## config.mk

```make
export PLATFORM = sky130hd
export DESIGN_NAME = phy_status_summary
export DESIGN_NICKNAME = d
export VERILOG_FILES = /design/src/flag_latch.v /design/src/phy_status_summary.v
export VERILOG_INCLUDE_DIRS = /design/src
export SDC_FILE = /design/constraint.sdc
export NUM_CORES = 1
export LEC_CHECK = 0
export ABC_AREA = 1
export BUFFER_PORTS_ARGS = -buffer_cell sky130_fd_sc_hd__buf_2
export CAP_MARGIN = 10
export CELL_PAD_IN_SITES_DETAIL_PLACEMENT = 1
export CELL_PAD_IN_SITES_GLOBAL_PLACEMENT = 1
export CORE_MARGIN = 2
export CORE_UTILIZATION = 36
export DETAILED_ROUTE_END_ITERATION = 7
export PLACE_DENSITY_LB_ADDON = 0.1
export SLEW_MARGIN = 20
export SYNTH_ARGS = -nofsm -noshare
export SYNTH_HDL_FRONTEND = slang
export SYNTH_SLANG_ARGS = --single-unit
```

## constraint.sdc

```tcl
create_clock -name clk_sys -period 1.55 [get_ports clk_sys]
set_input_delay 0.31 -clock clk_sys [delete_from_list [all_inputs] [get_ports clk_sys]]
set_output_delay 0.31 -clock clk_sys [all_outputs]
set_load 0.03 [all_outputs]
```

## src/phy_status_defs.vh

```
// Register indices, field positions, reset values and widths of the status summary block.
`ifndef PHY_STATUS_DEFS_VH
`define PHY_STATUS_DEFS_VH

// Register indices; the byte address on the bus is four times the index.
`define IDX_BASIC_CONTROL     8'h00
`define IDX_BASIC_STATUS      8'h01
`define IDX_AUTONEG_EXPANSION 8'h06
`define IDX_SUMMARY           8'h10
`define IDX_INT_STATUS_EVENT  8'h12
`define IDX_FALSE_CARRIER_CNT 8'h14
`define IDX_RX_ERROR_CNT      8'h15
`define IDX_PCS_CONFIG        8'h16
`define IDX_TEN_MBIT_STATUS   8'h1A
`define IDX_INT_MASK          8'h1C

// Summary register bit positions.
`define SUM_RX_ERR_LATCH      13
`define SUM_POLARITY          12
`define SUM_FALSE_CARRIER     11
`define SUM_SIGNAL_DETECT     10
`define SUM_DESCR_LOCK        9
`define SUM_PAGE_RECEIVED     8
`define SUM_INT_PENDING       7
`define SUM_REMOTE_FAULT      6
`define SUM_JABBER            5
`define SUM_AUTONEG_DONE      4
`define SUM_LOOPBACK          3

// Bits in the other registers that feed or clear the summary.
`define CTL_LOOPBACK_BIT      14
`define STS_AUTONEG_DONE_BIT  5
`define STS_REMOTE_FAULT_BIT  4
`define STS_JABBER_BIT        1
`define EXP_PAGE_RX_BIT       1
`define CFG_SD_QUAL_BIT       8
`define TEN_POLARITY_BIT      4

// Widths and reset values.
`define REG_W                 16
`define CNT_W                 8
`define CNT_MAX               8'hFF
`define EVT_W                 8
`define NUM_PINS              9
`define NUM_LATCH             8
`define REG_RESET             16'h0000
`define EVT_RESET             8'h00

`endif

```

## src/flag_latch.v

```verilog
// One status flag that latches high on an event or latches low on a dropped condition.
`timescale 1ns/1ps

module flag_latch
#(
  parameter LATCH_LOW = 0
)
(
  clk_sys,
  srst,
  ce,
  live,
  clr,
  flag
);
  input  wire clk_sys;
  input  wire srst;
  input  wire ce;
  input  wire live;
  input  wire clr;
  output wire flag;

  reg flag_r;
  reg flag_nxt;

  // A latched-high flag lets the event win over a clearing read in the same cycle, so none is lost.
  // A latched-low flag keeps its zero until read, then follows the live condition again.
  always @*
  begin
    if (LATCH_LOW != 0)
      flag_nxt = clr ? live : (flag_r & live);
    else
      flag_nxt = live | (flag_r & ~clr);
  end

  // Flag storage, frozen while the clock enable is low.
  always @(posedge clk_sys)
  begin
    if (srst)
      flag_r <= 1'b0;
    else if (ce)
      flag_r <= flag_nxt;
  end

  assign flag = flag_r;
endmodule

```

## src/phy_status_summary.v

```verilog
// Status summary register bank with its feeding flags, counters and Avalon-MM slave.
//
// The implementer's own choice: register access over Avalon-MM.
`timescale 1ns/1ps
`include "phy_status_defs.vh"

// Notes on behaviour
// - Bit 13 latches any receive error until the receive error counter is read.
// - Bit 12 mirrors polarity flag, cleared only by reading the 10 Mb/s status.
// - Bit 11 latches false carrier until the false carrier counter is read.
// - Bit 10 is signal detect, optionally ANDed with descrambler lock by config bit 8.
// - Bit 9 is descrambler lock, latched low, reset value zero.
// - Bit 8 mirrors page received, cleared only by reading the expansion register.
// - Bit 7 shows a pending interrupt; reading the interrupt status clears it.
// - Bit 6 latches remote fault until basic status is read or reset.
// - Bit 5 mirrors jabber from basic status; summary reads leave it alone.
// - Bit 4 shows autonegotiation complete, bit 3 shows loopback enabled.
module phy_status_summary
(
  clk_sys,
  srst,
  ce,
  avs_address,
  avs_read,
  avs_write,
  avs_writedata,
  avs_byteenable,
  avs_readdata,
  avs_waitrequest,
  rx_error_evt,
  false_carrier_evt,
  polarity_inverted,
  page_received_evt,
  remote_fault_evt,
  jabber_detect,
  raw_signal_detect,
  descrambler_lock,
  autoneg_done,
  loopback_en,
  irq
);
  input  wire        clk_sys;
  input  wire        srst;
  input  wire        ce;
  input  wire [9:0]  avs_address;
  input  wire        avs_read;
  input  wire        avs_write;
  input  wire [31:0] avs_writedata;
  input  wire [3:0]  avs_byteenable;
  output wire [31:0] avs_readdata;
  output wire        avs_waitrequest;
  input  wire        rx_error_evt;
  input  wire        false_carrier_evt;
  input  wire        polarity_inverted;
  input  wire        page_received_evt;
  input  wire        remote_fault_evt;
  input  wire        jabber_detect;
  input  wire        raw_signal_detect;
  input  wire        descrambler_lock;
  input  wire        autoneg_done;
  output wire        loopback_en;
  output wire        irq;

  // Latch slots in the generate loop below.
  localparam L_RX_ERR = 0;
  localparam L_FC     = 1;
  localparam L_POL    = 2;
  localparam L_PAGE   = 3;
  localparam L_RF     = 4;
  localparam L_JAB    = 5;
  localparam L_SIGDET = 6;
  localparam L_LOCK   = 7;

  wire [`NUM_PINS-1:0]  pins_in;
  reg  [`NUM_PINS-1:0]  sync1_r;
  reg  [`NUM_PINS-1:0]  sync2_r;
  reg  [`NUM_PINS-1:0]  prev_r;
  wire [`NUM_PINS-1:0]  rise;
  reg                   ack_r;
  reg  [31:0]           rdata_r;
  reg  [31:0]           rdata_nxt;
  reg  [`REG_W-1:0]     ctrl_r;
  reg  [`REG_W-1:0]     cfg_r;
  reg  [`CNT_W-1:0]     rx_cnt_r;
  reg  [`CNT_W-1:0]     fc_cnt_r;
  reg  [`EVT_W-1:0]     evt_r;
  reg  [`EVT_W-1:0]     mask_r;
  reg                   pend_r;
  wire                  req;
  wire                  done;
  wire                  rd_done;
  wire                  wr_done;
  wire [7:0]            idx;
  wire [15:0]           lane;
  wire [15:0]           wdata;
  wire [`NUM_LATCH-1:0] lat_in;
  wire [`NUM_LATCH-1:0] lat_clr;
  wire [`NUM_LATCH-1:0] lat_q;
  wire [`EVT_W-1:0]     evt_in;
  wire [`EVT_W-1:0]     evt_w1c;
  wire                  sd_qual;
  wire                  an_done_s;
  wire [`REG_W-1:0]     summary;
  wire [`REG_W-1:0]     basic_status;

  // All status inputs come from the line-side logic outside this clock domain.
  assign pins_in = {autoneg_done, descrambler_lock, raw_signal_detect, jabber_detect,
                    remote_fault_evt, page_received_evt, polarity_inverted,
                    false_carrier_evt, rx_error_evt};

  // Two-flop synchroniser; edges are taken from the second stage only.
  always @(posedge clk_sys)
  begin
    if (srst)
    begin
      sync1_r <= 9'h000;
      sync2_r <= 9'h000;
      prev_r  <= 9'h000;
    end
    else if (ce)
    begin
      sync1_r <= pins_in;
      sync2_r <= sync1_r;
      prev_r  <= sync2_r;
    end
  end

  assign rise      = sync2_r & ~prev_r;
  assign an_done_s = sync2_r[8];

  // Bus handshake: every access made while ce is high sees exactly one wait state, so read data are ready in time.
  assign req             = avs_read | avs_write;
  assign avs_waitrequest = req & ~ack_r;
  assign done            = req & ack_r & ce;
  assign rd_done         = done & avs_read;
  assign wr_done         = done & avs_write;
  assign idx             = avs_address[9:2];
  assign lane            = {{8{avs_byteenable[1]}}, {8{avs_byteenable[0]}}};
  assign wdata           = avs_writedata[15:0];
  assign avs_readdata    = rdata_r;

  always @(posedge clk_sys)
  begin
    if (srst)
      ack_r <= 1'b0;
    else if (ce)
      ack_r <= req & ~ack_r;
  end

  // Qualified signal detect: descrambler lock is folded in only when the config bit asks for it.
  assign sd_qual = sync2_r[6] & (cfg_r[`CFG_SD_QUAL_BIT] ? sync2_r[7] : 1'b1);

  // Inputs to the flag latches; counted events use edges, conditions use levels.
  assign lat_in[L_RX_ERR] = rise[0];
  assign lat_in[L_FC]     = rise[1];
  assign lat_in[L_POL]    = sync2_r[2];
  assign lat_in[L_PAGE]   = rise[3];
  assign lat_in[L_RF]     = rise[4];
  assign lat_in[L_JAB]    = sync2_r[5];
  assign lat_in[L_SIGDET] = sd_qual;
  assign lat_in[L_LOCK]   = sync2_r[7];

  // Each flag clears only on a read of its home register, never on a summary read for mirrors.
  assign lat_clr[L_RX_ERR] = rd_done & (idx == `IDX_RX_ERROR_CNT);
  assign lat_clr[L_FC]     = rd_done & (idx == `IDX_FALSE_CARRIER_CNT);
  assign lat_clr[L_POL]    = rd_done & (idx == `IDX_TEN_MBIT_STATUS);
  assign lat_clr[L_PAGE]   = rd_done & (idx == `IDX_AUTONEG_EXPANSION);
  assign lat_clr[L_RF]     = rd_done & (idx == `IDX_BASIC_STATUS);
  assign lat_clr[L_JAB]    = rd_done & (idx == `IDX_BASIC_STATUS);
  assign lat_clr[L_SIGDET] = rd_done & (idx == `IDX_SUMMARY);
  assign lat_clr[L_LOCK]   = rd_done & (idx == `IDX_SUMMARY);

  // One latch per flag; the two line-quality flags latch low, the rest latch high.
  genvar gi;
  generate
    for (gi = 0; gi < `NUM_LATCH; gi = gi + 1)
    begin : g_latch
      flag_latch
      #(
        .LATCH_LOW ((gi >= L_SIGDET) ? 1 : 0)
      )
      u_latch
      (
        .clk_sys (clk_sys),
        .srst    (srst),
        .ce      (ce),
        .live    (lat_in[gi]),
        .clr     (lat_clr[gi]),
        .flag    (lat_q[gi])
      );
    end
  endgenerate

  // Event counters saturate rather than wrap, so a burst never reads back as a small number.
  // A count in the same cycle as the clearing read starts the new count at one.
  always @(posedge clk_sys)
  begin
    if (srst)
    begin
      rx_cnt_r <= 8'h00;
      fc_cnt_r <= 8'h00;
    end
    else if (ce)
    begin
      if (lat_clr[L_RX_ERR])
        rx_cnt_r <= {7'h00, rise[0]};
      else if (rise[0] && rx_cnt_r != `CNT_MAX)
        rx_cnt_r <= rx_cnt_r + 8'h01;
      if (lat_clr[L_FC])
        fc_cnt_r <= {7'h00, rise[1]};
      else if (rise[1] && fc_cnt_r != `CNT_MAX)
        fc_cnt_r <= fc_cnt_r + 8'h01;
    end
  end

  // Interrupt events: bits 5..0 in flag order, bit 6 autonegotiation done rising, bit 7 raw signal detect falling.
  assign evt_in = {prev_r[6] & ~sync2_r[6],
                   rise[8], rise[5], rise[4], rise[3], rise[2], rise[1], rise[0]};
  assign evt_w1c = (wr_done && idx == `IDX_INT_STATUS_EVENT) ?
                   (wdata[`EVT_W-1:0] & lane[`EVT_W-1:0]) : `EVT_RESET;

  // Sticky event bits: a new event wins over a write-one clear in the same cycle.
  // The pending flag is set by any unmasked event and cleared by reading the event register.
  always @(posedge clk_sys)
  begin
    if (srst)
    begin
      evt_r  <= `EVT_RESET;
      pend_r <= 1'b0;
    end
    else if (ce)
    begin
      evt_r <= evt_in | (evt_r & ~evt_w1c);
      if (|(evt_in & mask_r))
        pend_r <= 1'b1;
      else if (rd_done && idx == `IDX_INT_STATUS_EVENT)
        pend_r <= 1'b0;
    end
  end

  assign irq = |(evt_r & mask_r);

  // Writable registers: loopback control, signal detect qualification and interrupt mask.
  always @(posedge clk_sys)
  begin
    if (srst)
    begin
      ctrl_r <= `REG_RESET;
      cfg_r  <= `REG_RESET;
      mask_r <= `EVT_RESET;
    end
    else if (wr_done)
    begin
      case (idx)
        `IDX_BASIC_CONTROL:
          ctrl_r <= (ctrl_r & ~lane) | (wdata & lane);
        `IDX_PCS_CONFIG:
          cfg_r <= (cfg_r & ~lane) | (wdata & lane);
        `IDX_INT_MASK:
          mask_r <= (mask_r & ~lane[7:0]) | (wdata[7:0] & lane[7:0]);
        default:
          ctrl_r <= ctrl_r;
      endcase
    end
  end

  assign loopback_en = ctrl_r[`CTL_LOOPBACK_BIT];

  // Basic status view; reading it clears remote fault and jabber.
  assign basic_status = {10'h000, an_done_s, lat_q[L_RF], 2'b00, lat_q[L_JAB], 1'b0};

  // Summary word; bits outside 13..3 are not held in this bank and read as zero.
  assign summary = {2'b00,
                    lat_q[L_RX_ERR],
                    lat_q[L_POL],
                    lat_q[L_FC],
                    lat_q[L_SIGDET],
                    lat_q[L_LOCK],
                    lat_q[L_PAGE],
                    pend_r,
                    lat_q[L_RF],
                    lat_q[L_JAB],
                    an_done_s,
                    ctrl_r[`CTL_LOOPBACK_BIT],
                    3'b000};

  // Read multiplexer; unmapped indices read as zero.
  always @*
  begin
    rdata_nxt = 32'h0000_0000;
    case (idx)
      `IDX_BASIC_CONTROL:     rdata_nxt[15:0] = ctrl_r;
      `IDX_BASIC_STATUS:      rdata_nxt[15:0] = basic_status;
      `IDX_AUTONEG_EXPANSION: rdata_nxt[`EXP_PAGE_RX_BIT] = lat_q[L_PAGE];
      `IDX_SUMMARY:           rdata_nxt[15:0] = summary;
      `IDX_INT_STATUS_EVENT:  rdata_nxt[7:0] = evt_r;
      `IDX_FALSE_CARRIER_CNT: rdata_nxt[7:0] = fc_cnt_r;
      `IDX_RX_ERROR_CNT:      rdata_nxt[7:0] = rx_cnt_r;
      `IDX_PCS_CONFIG:        rdata_nxt[15:0] = cfg_r;
      `IDX_TEN_MBIT_STATUS:   rdata_nxt[`TEN_POLARITY_BIT] = lat_q[L_POL];
      `IDX_INT_MASK:          rdata_nxt[7:0] = mask_r;
      default:                rdata_nxt = 32'h0000_0000;
    endcase
  end

  // Read data are captured in the wait cycle and stand through the completing edge.
  always @(posedge clk_sys)
  begin
    if (srst)
      rdata_r <= 32'h0000_0000;
    else if (ce && avs_read && !ack_r)
      rdata_r <= rdata_nxt;
  end
endmodule

```

==> results of run 1 <==
==> layout make-up <==
| cell class | count | area share |
|---|---|---|
| clock buffer | 20 | 0.06514 |
| clock inverter | 12 | 0.01499 |
| inverter | 75 | 0.04051 |
| multi-input combinational | 557 | 0.3957 |
| sequential | 116 | 0.3330 |
| tap | 188 | 0.03355 |
| timing repair buffer | 117 | 0.1171 |
==> synthesized netlist by cell type (all sizes together) <==
cell / instances / share of area
o22ai: 2 / 0.0023
a31oi: 1 / 0.0011
a221oi: 1 / 0.0016
o31ai: 8 / 0.011
buf: 31 / 0.037
nor4: 1 / 0.0011
o221ai: 1 / 0.0016
xor2: 4 / 0.0064
o2111ai: 1 / 0.0016
nand2: 177 / 0.13
inv: 74 / 0.051
dfxtp: 116 / 0.42
a211oi: 1 / 0.0014
nand3: 83 / 0.079
o21bai: 1 / 0.0014
clkinv: 1 / 0.00068
o211ai: 2 / 0.0027
ha: 2 / 0.0046
nand4: 2 / 0.0023
nor2: 87 / 0.076
o211a: 1 / 0.0018
clkbuf: 13 / 0.0089
nor3: 2 / 0.0039
nand3b: 2 / 0.0027
conb: 1 / 0.00068
o21ai: 66 / 0.060
a21oi: 96 / 0.088
==> layer usage <==
metal | global-route usage | vias up
met5 | 0 | -
met4 | 0.06852 | 0
met3 | 0.04355 | 17
met2 | 0.3699 | 107
met1 | 0.3076 | 2656
li1 | - | 2736
==> timing repair <==
action,CTS,global route
pin swaps,2,5
resized for setup,9,27
setup endpoints to repair,6,16
cloned,0,0
setup buffers,1,2
hold endpoints to repair,0,0
==> through the flow <==
step,utilization,hold slack [ns],setup TNS [ns],power (uW)
2_1_floorplan,-,0.4286,0,3508
3_3_place_gp,0.4201,0.4416,-2.235,3708
3_5_place_dp,0.4201,0.4548,-4.088,3728
4_1_cts,0.4602,0.1086,-0.2637,7473
5_1_grt,0.4663,0.1098,-0.2358,7691
6_report,0.4663,0.1174,-0.1479,7419
==> tightest hold or removal path, cell delays in order <==
cell and delay (ns):
buf_2 0.08, nor2_1 0.03, nor2_1 0.08
==> power groups by stage <==
stage,sequential [uW],combinational [uW],clock (uW)
CTS,3100,572,3800
finish,3100,579,3740
detailed placement,3170,562,0
global placement,3160,545,0
global route,3110,637,3940
floorplan,3160,346,0
==> cells by family after synthesis <==
family | after synthesis | synth area share
AND/OR/NAND/NOR | 354 | 0.2935
buffers and inverters | 119 | 0.09777
other | 1 | 0.0006830
adder cells (fa/ha/maj) | 2 | 0.004557
XOR/XNOR | 4 | 0.006380
AO/OA/AOI/OAI | 181 | 0.1741
flip-flops | 116 | 0.4230
==> worst max path at each step <==
stage,depth (start not counted),from,end,slack (ns)
after floorplan,9,rx_cnt_r[0]$_SDFFE_PP0P_,rx_cnt_r[7]$_SDFFE_PP0P_,0.11
after global placement,8,avs_address[7],evt_r[7]$_SDFFE_PP0P_,-0.11
after detailed placement,8,avs_address[7],evt_r[7]$_SDFFE_PP0P_,-0.15
after CTS,5,evt_r[4]$_SDFFE_PP0P_,irq,-0.26
after global routing,5,register,irq,-0.22
final,5,register,irq,-0.15
==> results.sh, run 1 <==
export IMPL_avgSynthCellArea_um2=7.066
export IMPL_wl_per_cell_um=16.53
export IMPL_r2r_worst_path_cells=9
export IMPL_p_seq_frac=0.418
export IMPL_worst_slack_ns=-0.1479
export IMPL_ff_latch_area_um2=2335
export IMPL_port_buffers=58
export IMPL_combPwrFrac=0.078
export IMPL_areaGrowthSynthToFinish_pct=27.69
export IMPL_max_stage_delay_ns=0.32
export IMPL_drtAntennaViolNets=0
export IMPL_drive_above_1_share=0.2285
export IMPL_final_min_clock_period_ns=1.698
export IMPL_cts_buffers=17
export IMPL_drt_iter0_markers=321
export IMPL_viasPerCell=5.084
export IMPL_worstSetupPathType="reg -> out"
export IMPL_power_density_nw_per_um2=1058
export IMPL_grt_usage=0.2277
export IMPL_ys_ff_latch=116
export IMPL_final_common_cell="nand2_1"
export IMPL_top_layer="met4"
export IMPL_min_from="page_received_evt"
export IMPL_crit_arrival_ns=1.39
export IMPL_totalWireLength_um=17940
export IMPL_dr_pass1_iters=5
export IMPL_r2r_start="fc_cnt_r[0]$_SDFFE_PP0P_"
export IMPL_startpoint_type="register"
export IMPL_insertion_delay_ns=0.42
export IMPL_yosysUniqueCellTypes=40
export IMPL_vias=5516
export IMPL_drc=0
export IMPL_rrSetupSlack_ns=0.10
export IMPL_period_share=1.095
export IMPL_pre_cts_ws_ns=-0.1480
export IMPL_fmaxAchievable_mhz=588.9
export IMPL_gp_congestion=0.8838
export IMPL_wl_met2_um=8347
export IMPL_violations="negative setup slack"
export IMPL_hold_path_class="in -> reg"
export IMPL_grt_pass1_wl_um=28840
export IMPL_whs_path_depth=3
export IMPL_crit_required_ns=1.24
export IMPL_die_x_um=127.5
export IMPL_seq_area_frac_synth=0.4230
export IMPL_r2r_end="fc_cnt_r[2]$_SDFFE_PP0P_"
export IMPL_whs_endpoint="sync1_r[3]$_SDFFE_PP0P_"
export IMPL_stdcell_count=1085
export IMPL_row_count=45
export IMPL_p_leak_uw=0.002987
export IMPL_ys_warn_count=0
export IMPL_p_sw_uw=1894
export IMPL_postSynthCellCount=777
export IMPL_start_util=0.3652
export IMPL_grt_max_degree=59
export IMPL_drv_cap=0
export IMPL_setup_viol=1
export IMPL_grt_pass1_vias=5593
export IMPL_antenna_found_initial=0
export IMPL_io_pins=95
export IMPL_multi_input_area_um2=2774
export IMPL_cts_sinks=116
export IMPL_coreArea_um2=15030
export IMPL_place_area_um2=6315
export IMPL_p_int_uw=5525
export IMPL_status="finished with violations"
export IMPL_m1WireLength_um=8638
export IMPL_synth_area_um2=5490
export IMPL_crit_fanout=2
export IMPL_dp_cells=1050
export IMPL_drv_slew=0
export IMPL_final_area_um2=7010
export IMPL_die_area_um2=16260
export IMPL_cts_buffer_depth=2
export IMPL_cts_root_buffer="clkbuf_16"
export IMPL_netSwitchingFraction=0.2554
export IMPL_layout_common_cells="nand2_1 (163), dfxtp_1 (108), a21oi_1 (95), nand3_1 (79), nor2_1 (74)"
export IMPL_rsz0062_at_grt="yes"
export IMPL_crit_slowest_cell="dfxtp_1"
export IMPL_hold_viol=0
export IMPL_cts_hold_buf=0
export IMPL_filler_cell_count=1909
export IMPL_crit_chain="nand2_2 -> inv_2 -> a221oi_4 -> o2111ai_2 -> buf_6"
export IMPL_clk_pin_slew_ns=0.06
export IMPL_cp_num_buf_inv=2
export IMPL_overflow=0
export IMPL_peakVddDrop_mv=0.8267
export IMPL_met3_wirelength_um=710
export IMPL_skew_ns=0.009178
export IMPL_die_y_um=127.5
export IMPL_htree_levels=4
export IMPL_endpoint_kind="primary output"
export IMPL_dp_hpwl_um=13540
export IMPL_cts_tree="done"
export IMPL_nets=946
export IMPL_clkPwrFrac=0.504
export IMPL_diodes=0
export IMPL_crit_family="compound AO/OA/AOI/OAI gates"
(Power assumes the default switching activity.)
==> run 2: changes to the inputs <==
ABC_AREA = 0   (was 1)
CORE_UTILIZATION = 38   (was 36)
==> run 2 against run 1 <==
Against the previous run: the flow still finishes with violations (negative setup slack); wire length grew 5.3%; combinational power grew 9.3%; register-to-register slack lost 0.16 ns; worst hold slack gained 0.0095 ns; global-route usage grew 3.2 points; clock power grew 13%; core utilization grew 7.5 points; critical path depth shrank 2; largest power group unchanged.
==> results.sh, run 2 <==
export IMPL_ys_warn_count=0
export IMPL_worst_slack_ns=-0.08260
export IMPL_p_leak_uw=0.003022
export IMPL_drtAntennaViolNets=0
export IMPL_ys_ff_latch=116
export IMPL_seq_area_frac_synth=0.4318
export IMPL_status="finished with violations"
export IMPL_cts_tree="done"
export IMPL_viasPerCell=5.472
export IMPL_clk_pin_slew_ns=0.06
export IMPL_drv_cap=0
export IMPL_diodes=0
export IMPL_hold_viol=0
export IMPL_setup_viol=7
export IMPL_synth_area_um2=5378
export IMPL_r2r_worst_path_cells=6
export IMPL_crit_required_ns=1.24
export IMPL_layout_common_cells="dfxtp_1 (112), nor2_1 (104), buf_4 (77), mux2i_1 (70), buf_2 (54)"
export IMPL_worstSetupPathType="reg -> out"
export IMPL_drt_iter0_markers=388
export IMPL_hold_path_class="in -> reg"
export IMPL_power_density_nw_per_um2=1057
export IMPL_crit_fanout=4
export IMPL_grt_busiest_layer="met2"
export IMPL_endpoint_kind="primary output"
export IMPL_cts_sinks=116
export IMPL_antenna_found_initial=0
export IMPL_ys_top_cells_by_area="dfxtp_1 (43%), mux2i_1 (13%), nor2_1 (7.7%)"
export IMPL_grt_use_met2=0.4344
export IMPL_cts_buffer_depth=2
export IMPL_synth_compound_area_frac=0.1338
export IMPL_final_min_clock_period_ns=1.633
export IMPL_die_y_um=123.0
export IMPL_postSynthCellCount=596
export IMPL_grt_usage=0.2592
export IMPL_netlist_top_cells_count="dfxtp_1 (116), nor2_1 (110), mux2i_1 (71)"
export IMPL_yosysUniqueCellTypes=59
export IMPL_insertion_delay_ns=0.42
export IMPL_final_common_cell="dfxtp_1"
export IMPL_synth_fa_ha_area_frac=0.004653
export IMPL_grtUsageMet3=0.05858
export IMPL_die_x_um=123.0
export IMPL_synth_top_family_by_area="simple AND/OR/NAND/NOR gates"
export IMPL_synth_top_area_cell="dfxtp_1"
export IMPL_grt_pass1_vias=5250
export IMPL_coreArea_um2=13830
export IMPL_grt_max_degree=45
export IMPL_die_area_um2=15120
export IMPL_skew_ns=0.005221
export IMPL_synth_edff_count=0
export IMPL_cts_buffers=17
export IMPL_dp_hpwl_um=13830
export IMPL_period_share=1.053
export IMPL_totalWireLength_um=18880
export IMPL_startpoint_type="register"
export IMPL_htree_levels=4
export IMPL_port_buffers=58
export IMPL_synth_most_common_cell="dfxtp_1"
export IMPL_filler_cell_count=1566
export IMPL_areaGrowthSynthToFinish_pct=39.06
export IMPL_synthMuxAreaShare=0.1384
export IMPL_finalPower_uw=7907
export IMPL_gp_congestion=0.8867
export IMPL_cts_root_buffer="clkbuf_16"
export IMPL_grt_pass1_wl_um=29170
export IMPL_pre_cts_ws_ns=-0.4949
export IMPL_nets=797
export IMPL_dr_pass1_iters=5
export IMPL_whs_path_depth=3
export IMPL_synth_xor_area_share=0.02280
export IMPL_wl_per_cell_um=20.34
export IMPL_synthSimpleGateAreaFrac=0.2154
export IMPL_vias=5078
export IMPL_rsz0062_at_grt="yes"
export IMPL_gr_usage_met1=0.3283
export IMPL_peakVddDrop_mv=0.6706
export IMPL_row_count=43
export IMPL_drive_above_1_share=0.3168
export IMPL_drv_slew=0
export IMPL_start_util=0.3889
export IMPL_violations="negative setup slack"
export IMPL_io_pins=95
export IMPL_fmaxAchievable_mhz=612.5
export IMPL_synth_top_flop_cell="dfxtp_1"
export IMPL_synthArstFlopShare=0
export IMPL_overflow=0
export IMPL_avgSynthCellArea_um2=9.023
export IMPL_crit_arrival_ns=1.32
export IMPL_drc=0
export IMPL_synth_top_area_share=0.4318
-- run 2: cell types whose count changed in the layout (fill, tap and decap cells not counted), sizes merged, moves of 17 or more --
cell,previous run,this run
buf,117,154
mux2i,0,71
a21oi,96,23
nor2,87,110
inv,76,7
nand3,83,21
o21ai,66,8
a22oi,0,17
nand2,177,41
-- run 2: repair_timing --
item,in CTS,in global routing
pin swaps,7,12
buffers inserted,3,5
cloned,0,1
hold buffers,0,0
gates resized for setup,13,44
endpoints found under the setup margin,43,43
-- run 2: through the flow --
step / util / area [um2] / setup TNS, ns / hold slack [ns] / cells
after floorplan: - / 5578 / -14.09 / 0.4364 / 611
after global placement: 0.4729 / 6539 / -24.71 / 0.4509 / 887
after detailed placement: 0.4729 / 6539 / -26.97 / 0.4674 / 887
after CTS: 0.5243 / 7249 / -0.1060 / 0.1183 / 922
after global routing: 0.5409 / 7478 / -0.9823 / 0.1299 / 928
final: 0.5409 / 7478 / -0.1848 / 0.1270 / 928
-- run 2: worst max-delay path, cell delays in order, from the launching register on --
cell,delay (ns)
dfxtp_4,0.38
a22oi_1,0.17
nand4_1,0.18
buf_6,0.18
-- run 2: layout make-up --
type	count	area (um2)	area share
tap	180	225.2	0.03012
inverter	4	15.01	0.002008
sequential	116	2332	0.3119
clock inverter	15	202.7	0.02710
timing repair buffer	154	1197	0.1601
clock buffer	17	425.4	0.05688
multi-input combinational	442	3080	0.4119
-- run 2: metal layers --
layer	part of all wire	vias to the layer above
met3	0.051	25
met4	0.019	0
met5	0	-
met2	0.49	143
li1	-	2387
met1	0.44	2523
-- run 2: power breakdown --
group          leakage [uW]  switching, uW  internal (uW)
registers          0.000941           36.7           3030
logic               0.00179            386            247
clock network      0.000292           1510           2700
total               0.00302           1940           5970
-- run 2: path summary, 6_finish.rpt --
check / start / endpoint / slack (ns)
setup / recovery: register / irq / -0.08
hold / removal: page_received_evt / sync1_r[3]$_SDFFE_PP0P_ / 0.13
hold reg to reg: avs_readdata[10]$_SDFFE_PP0P_ / avs_readdata[10]$_SDFFE_PP0P_ / 0.49
setup reg to reg: ack_r$_SDFFE_PP0P_ / register / -0.06
-- run 2: cells by family after synthesis --
kind of cell	after synthesis
simple gates	236
flops	116
compound gates	100
mux	74
buf+inv	53
xor+xnor	14
fa+ha+maj	2
other cells	1
==> run 3: changes to the inputs <==
PLACE_DENSITY = 0.88   (was not set)
PLACE_DENSITY_LB_ADDON = not set   (was 0.1)
==> run 3 against run 2 <==
Against the previous run: the run still ends with negative setup slack left; die area unchanged; non-clock buffer count up 1; final area down 1.1%; combinational power up 0.6%; maximum frequency down 0.95%; count of clock-buffer cells in the layout up 7; worst setup slack worse by 0.016 ns; sequential cell count unchanged; power down 4.5%; highest routed layer unchanged.
==> results.sh, run 3 (synthesized netlist as in run 2, its figures left out) <==
export IMPL_status="finished with violations"
export IMPL_violations="negative setup slack"
export IMPL_clk_pin_slew_ns=0.05
export IMPL_cts_sinks=116
export IMPL_wl_per_cell_um=21.44
export IMPL_insertion_delay_ns=0.43
export IMPL_dr_pass1_iters=5
export IMPL_cts_root_buffer="clkbuf_16"
export IMPL_antenna_found_initial=0
export IMPL_die_x_um=123.0
export IMPL_crit_arrival_ns=1.94
export IMPL_setup_viol=6
export IMPL_clkPwrFrac=0.509
export IMPL_grt_max_degree=71
export IMPL_cts_tree="done"
export IMPL_grtUsageMet3=0.06411
export IMPL_die_area_um2=15120
export IMPL_final_common_cell="nor2_1"
export IMPL_grt_use_met2=0.4399
export IMPL_dp_hpwl_um=14100
export IMPL_p_int_uw=5766
export IMPL_cts_buffer_depth=2
export IMPL_crit_required_ns=1.85
export IMPL_drt_iter0_markers=483
export IMPL_diodes=0
export IMPL_final_min_clock_period_ns=1.648
export IMPL_grt_usage=0.2605
export IMPL_hold_path_class="in -> reg"
export IMPL_skew_ns=0.01422
export IMPL_final_util=0.5350
export IMPL_peakVddDrop_mv=0.8172
export IMPL_p_leak_uw=0.002966
export IMPL_worst_slack_ns=-0.09825
export IMPL_worstMarginPinSlew_ns=0.5017
export IMPL_grt_pass1_wl_um=29140
export IMPL_drv_cap=0
export IMPL_drc=0
export IMPL_drv_slew=0
export IMPL_io_pins=95
export IMPL_totalWireLength_um=19880
export IMPL_gp_congestion=0.9657
export IMPL_slew_headroom=0.6611
export IMPL_start_util=0.3889
export IMPL_p_sw_uw=1785
export IMPL_fmaxAchievable_mhz=606.7
export IMPL_vias=5202
export IMPL_drive_above_1_share=0.3347
export IMPL_gr_usage_met1=0.3157
export IMPL_htree_levels=4
export IMPL_overflow=0
export IMPL_layout_common_cells="nor2_1 (104), dfxtp_1 (100), buf_4 (84), mux2i_1 (70), buf_2 (54)"
export IMPL_viasPerCell=5.612
export IMPL_period_share=1.063
export IMPL_grt_busiest_layer="met2"
export IMPL_startpoint_type="input port"
export IMPL_areaGrowthSynthToFinish_pct=37.55
export IMPL_die_y_um=123.0
export IMPL_combPwrFrac=0.084
export IMPL_grt_pass1_vias=5360
export IMPL_cts_buffers=17
export IMPL_nets=799
export IMPL_worstSetupPathType="in -> reg"
export IMPL_netSwitchingFraction=0.2364
export IMPL_p_seq_frac=0.407
export IMPL_endpoint_kind="register"
export IMPL_row_count=43
export IMPL_power_density_nw_per_um2=1021
export IMPL_port_buffers=58
export IMPL_crit_fanout=8
export IMPL_coreArea_um2=13830
export IMPL_drtAntennaViolNets=0
export IMPL_rsz0062_at_grt="yes"
export IMPL_hold_viol=0
export IMPL_finalPower_uw=7551
run 3: worst paths after layout:
path	from	endpoint	slack, ns	cells after the start
max reg2reg	sync2_r[8]$_SDFFE_PP0P_	pend_r$_SDFFE_PP0P_	-0.05	4
min	polarity_inverted	sync1_r[2]$_SDFFE_PP0P_	0.12	3
min reg2reg	avs_readdata[3]$_SDFFE_PP0P_	avs_readdata[3]$_SDFFE_PP0P_	0.47	2
max	avs_address[7]	register	-0.1	8
run 3: power groups by stage:
stage / combinational [uW] / sequential [uW] / clock, uW
global placement: 573 / 3130 / 0
global route: 676 / 3070 / 4020
detailed placement: 592 / 3130 / 0
finish: 637 / 3070 / 3840
floorplan: 346 / 3130 / 0
CTS: 601 / 3070 / 3870
run 3: what timing repair did:
action,4_1_cts,5_1_grt
endpoints found under the setup margin,30,51
gates resized for setup,15,50
hold buffers,0,0
pin swaps,3,17
buffers inserted,3,5
gates cloned,0,1
run 3: critical path: stages:
cell     delay, ns
buf_6         0.10
buf_6         0.11
or3_4         0.47
nor3_4        0.20
buf_12        0.15
nand3_4       0.18
mux2i_1       0.34
nor2_1        0.09
run 3: layer usage:
layer  wire (um)  up-vias
met4         612        0
met5           0        -
li1            -     2368
met1        8181     2592
met2        9808      195
met3        1275       47
run 3: per-stage QoR:
| stage | cells | TNS (ns) | hold slack (ns) | worst slack (ns) | instance area [um2] |
|---|---|---|---|---|---|
| 3_3_place_gp | 889 | -23.98 | 0.4347 | -0.4378 | 6554 |
| 3_5_place_dp | 889 | -27.19 | 0.4614 | -0.5169 | 6554 |
| 2_1_floorplan | 611 | -14.09 | 0.4364 | -0.4198 | 5578 |
| 5_1_grt | 927 | -0.8083 | 0.1422 | -0.1479 | 7397 |
| 6_report | 927 | -0.2417 | 0.1210 | -0.09825 | 7397 |
| 4_1_cts | 921 | -0.1036 | 0.1137 | -0.1036 | 7181 |
run 3: final cells by class:
cell class / count / area, um2
Sequential cell: 116 / 2347
Inverter: 4 / 15.01
Timing Repair Buffer: 155 / 1162
Tap cell: 180 / 225.2
Fill cell: 1577 / 6430
Clock buffer: 24 / 491.7
Clock inverter: 5 / 75.07
Multi-Input combinational cell: 443 / 3080
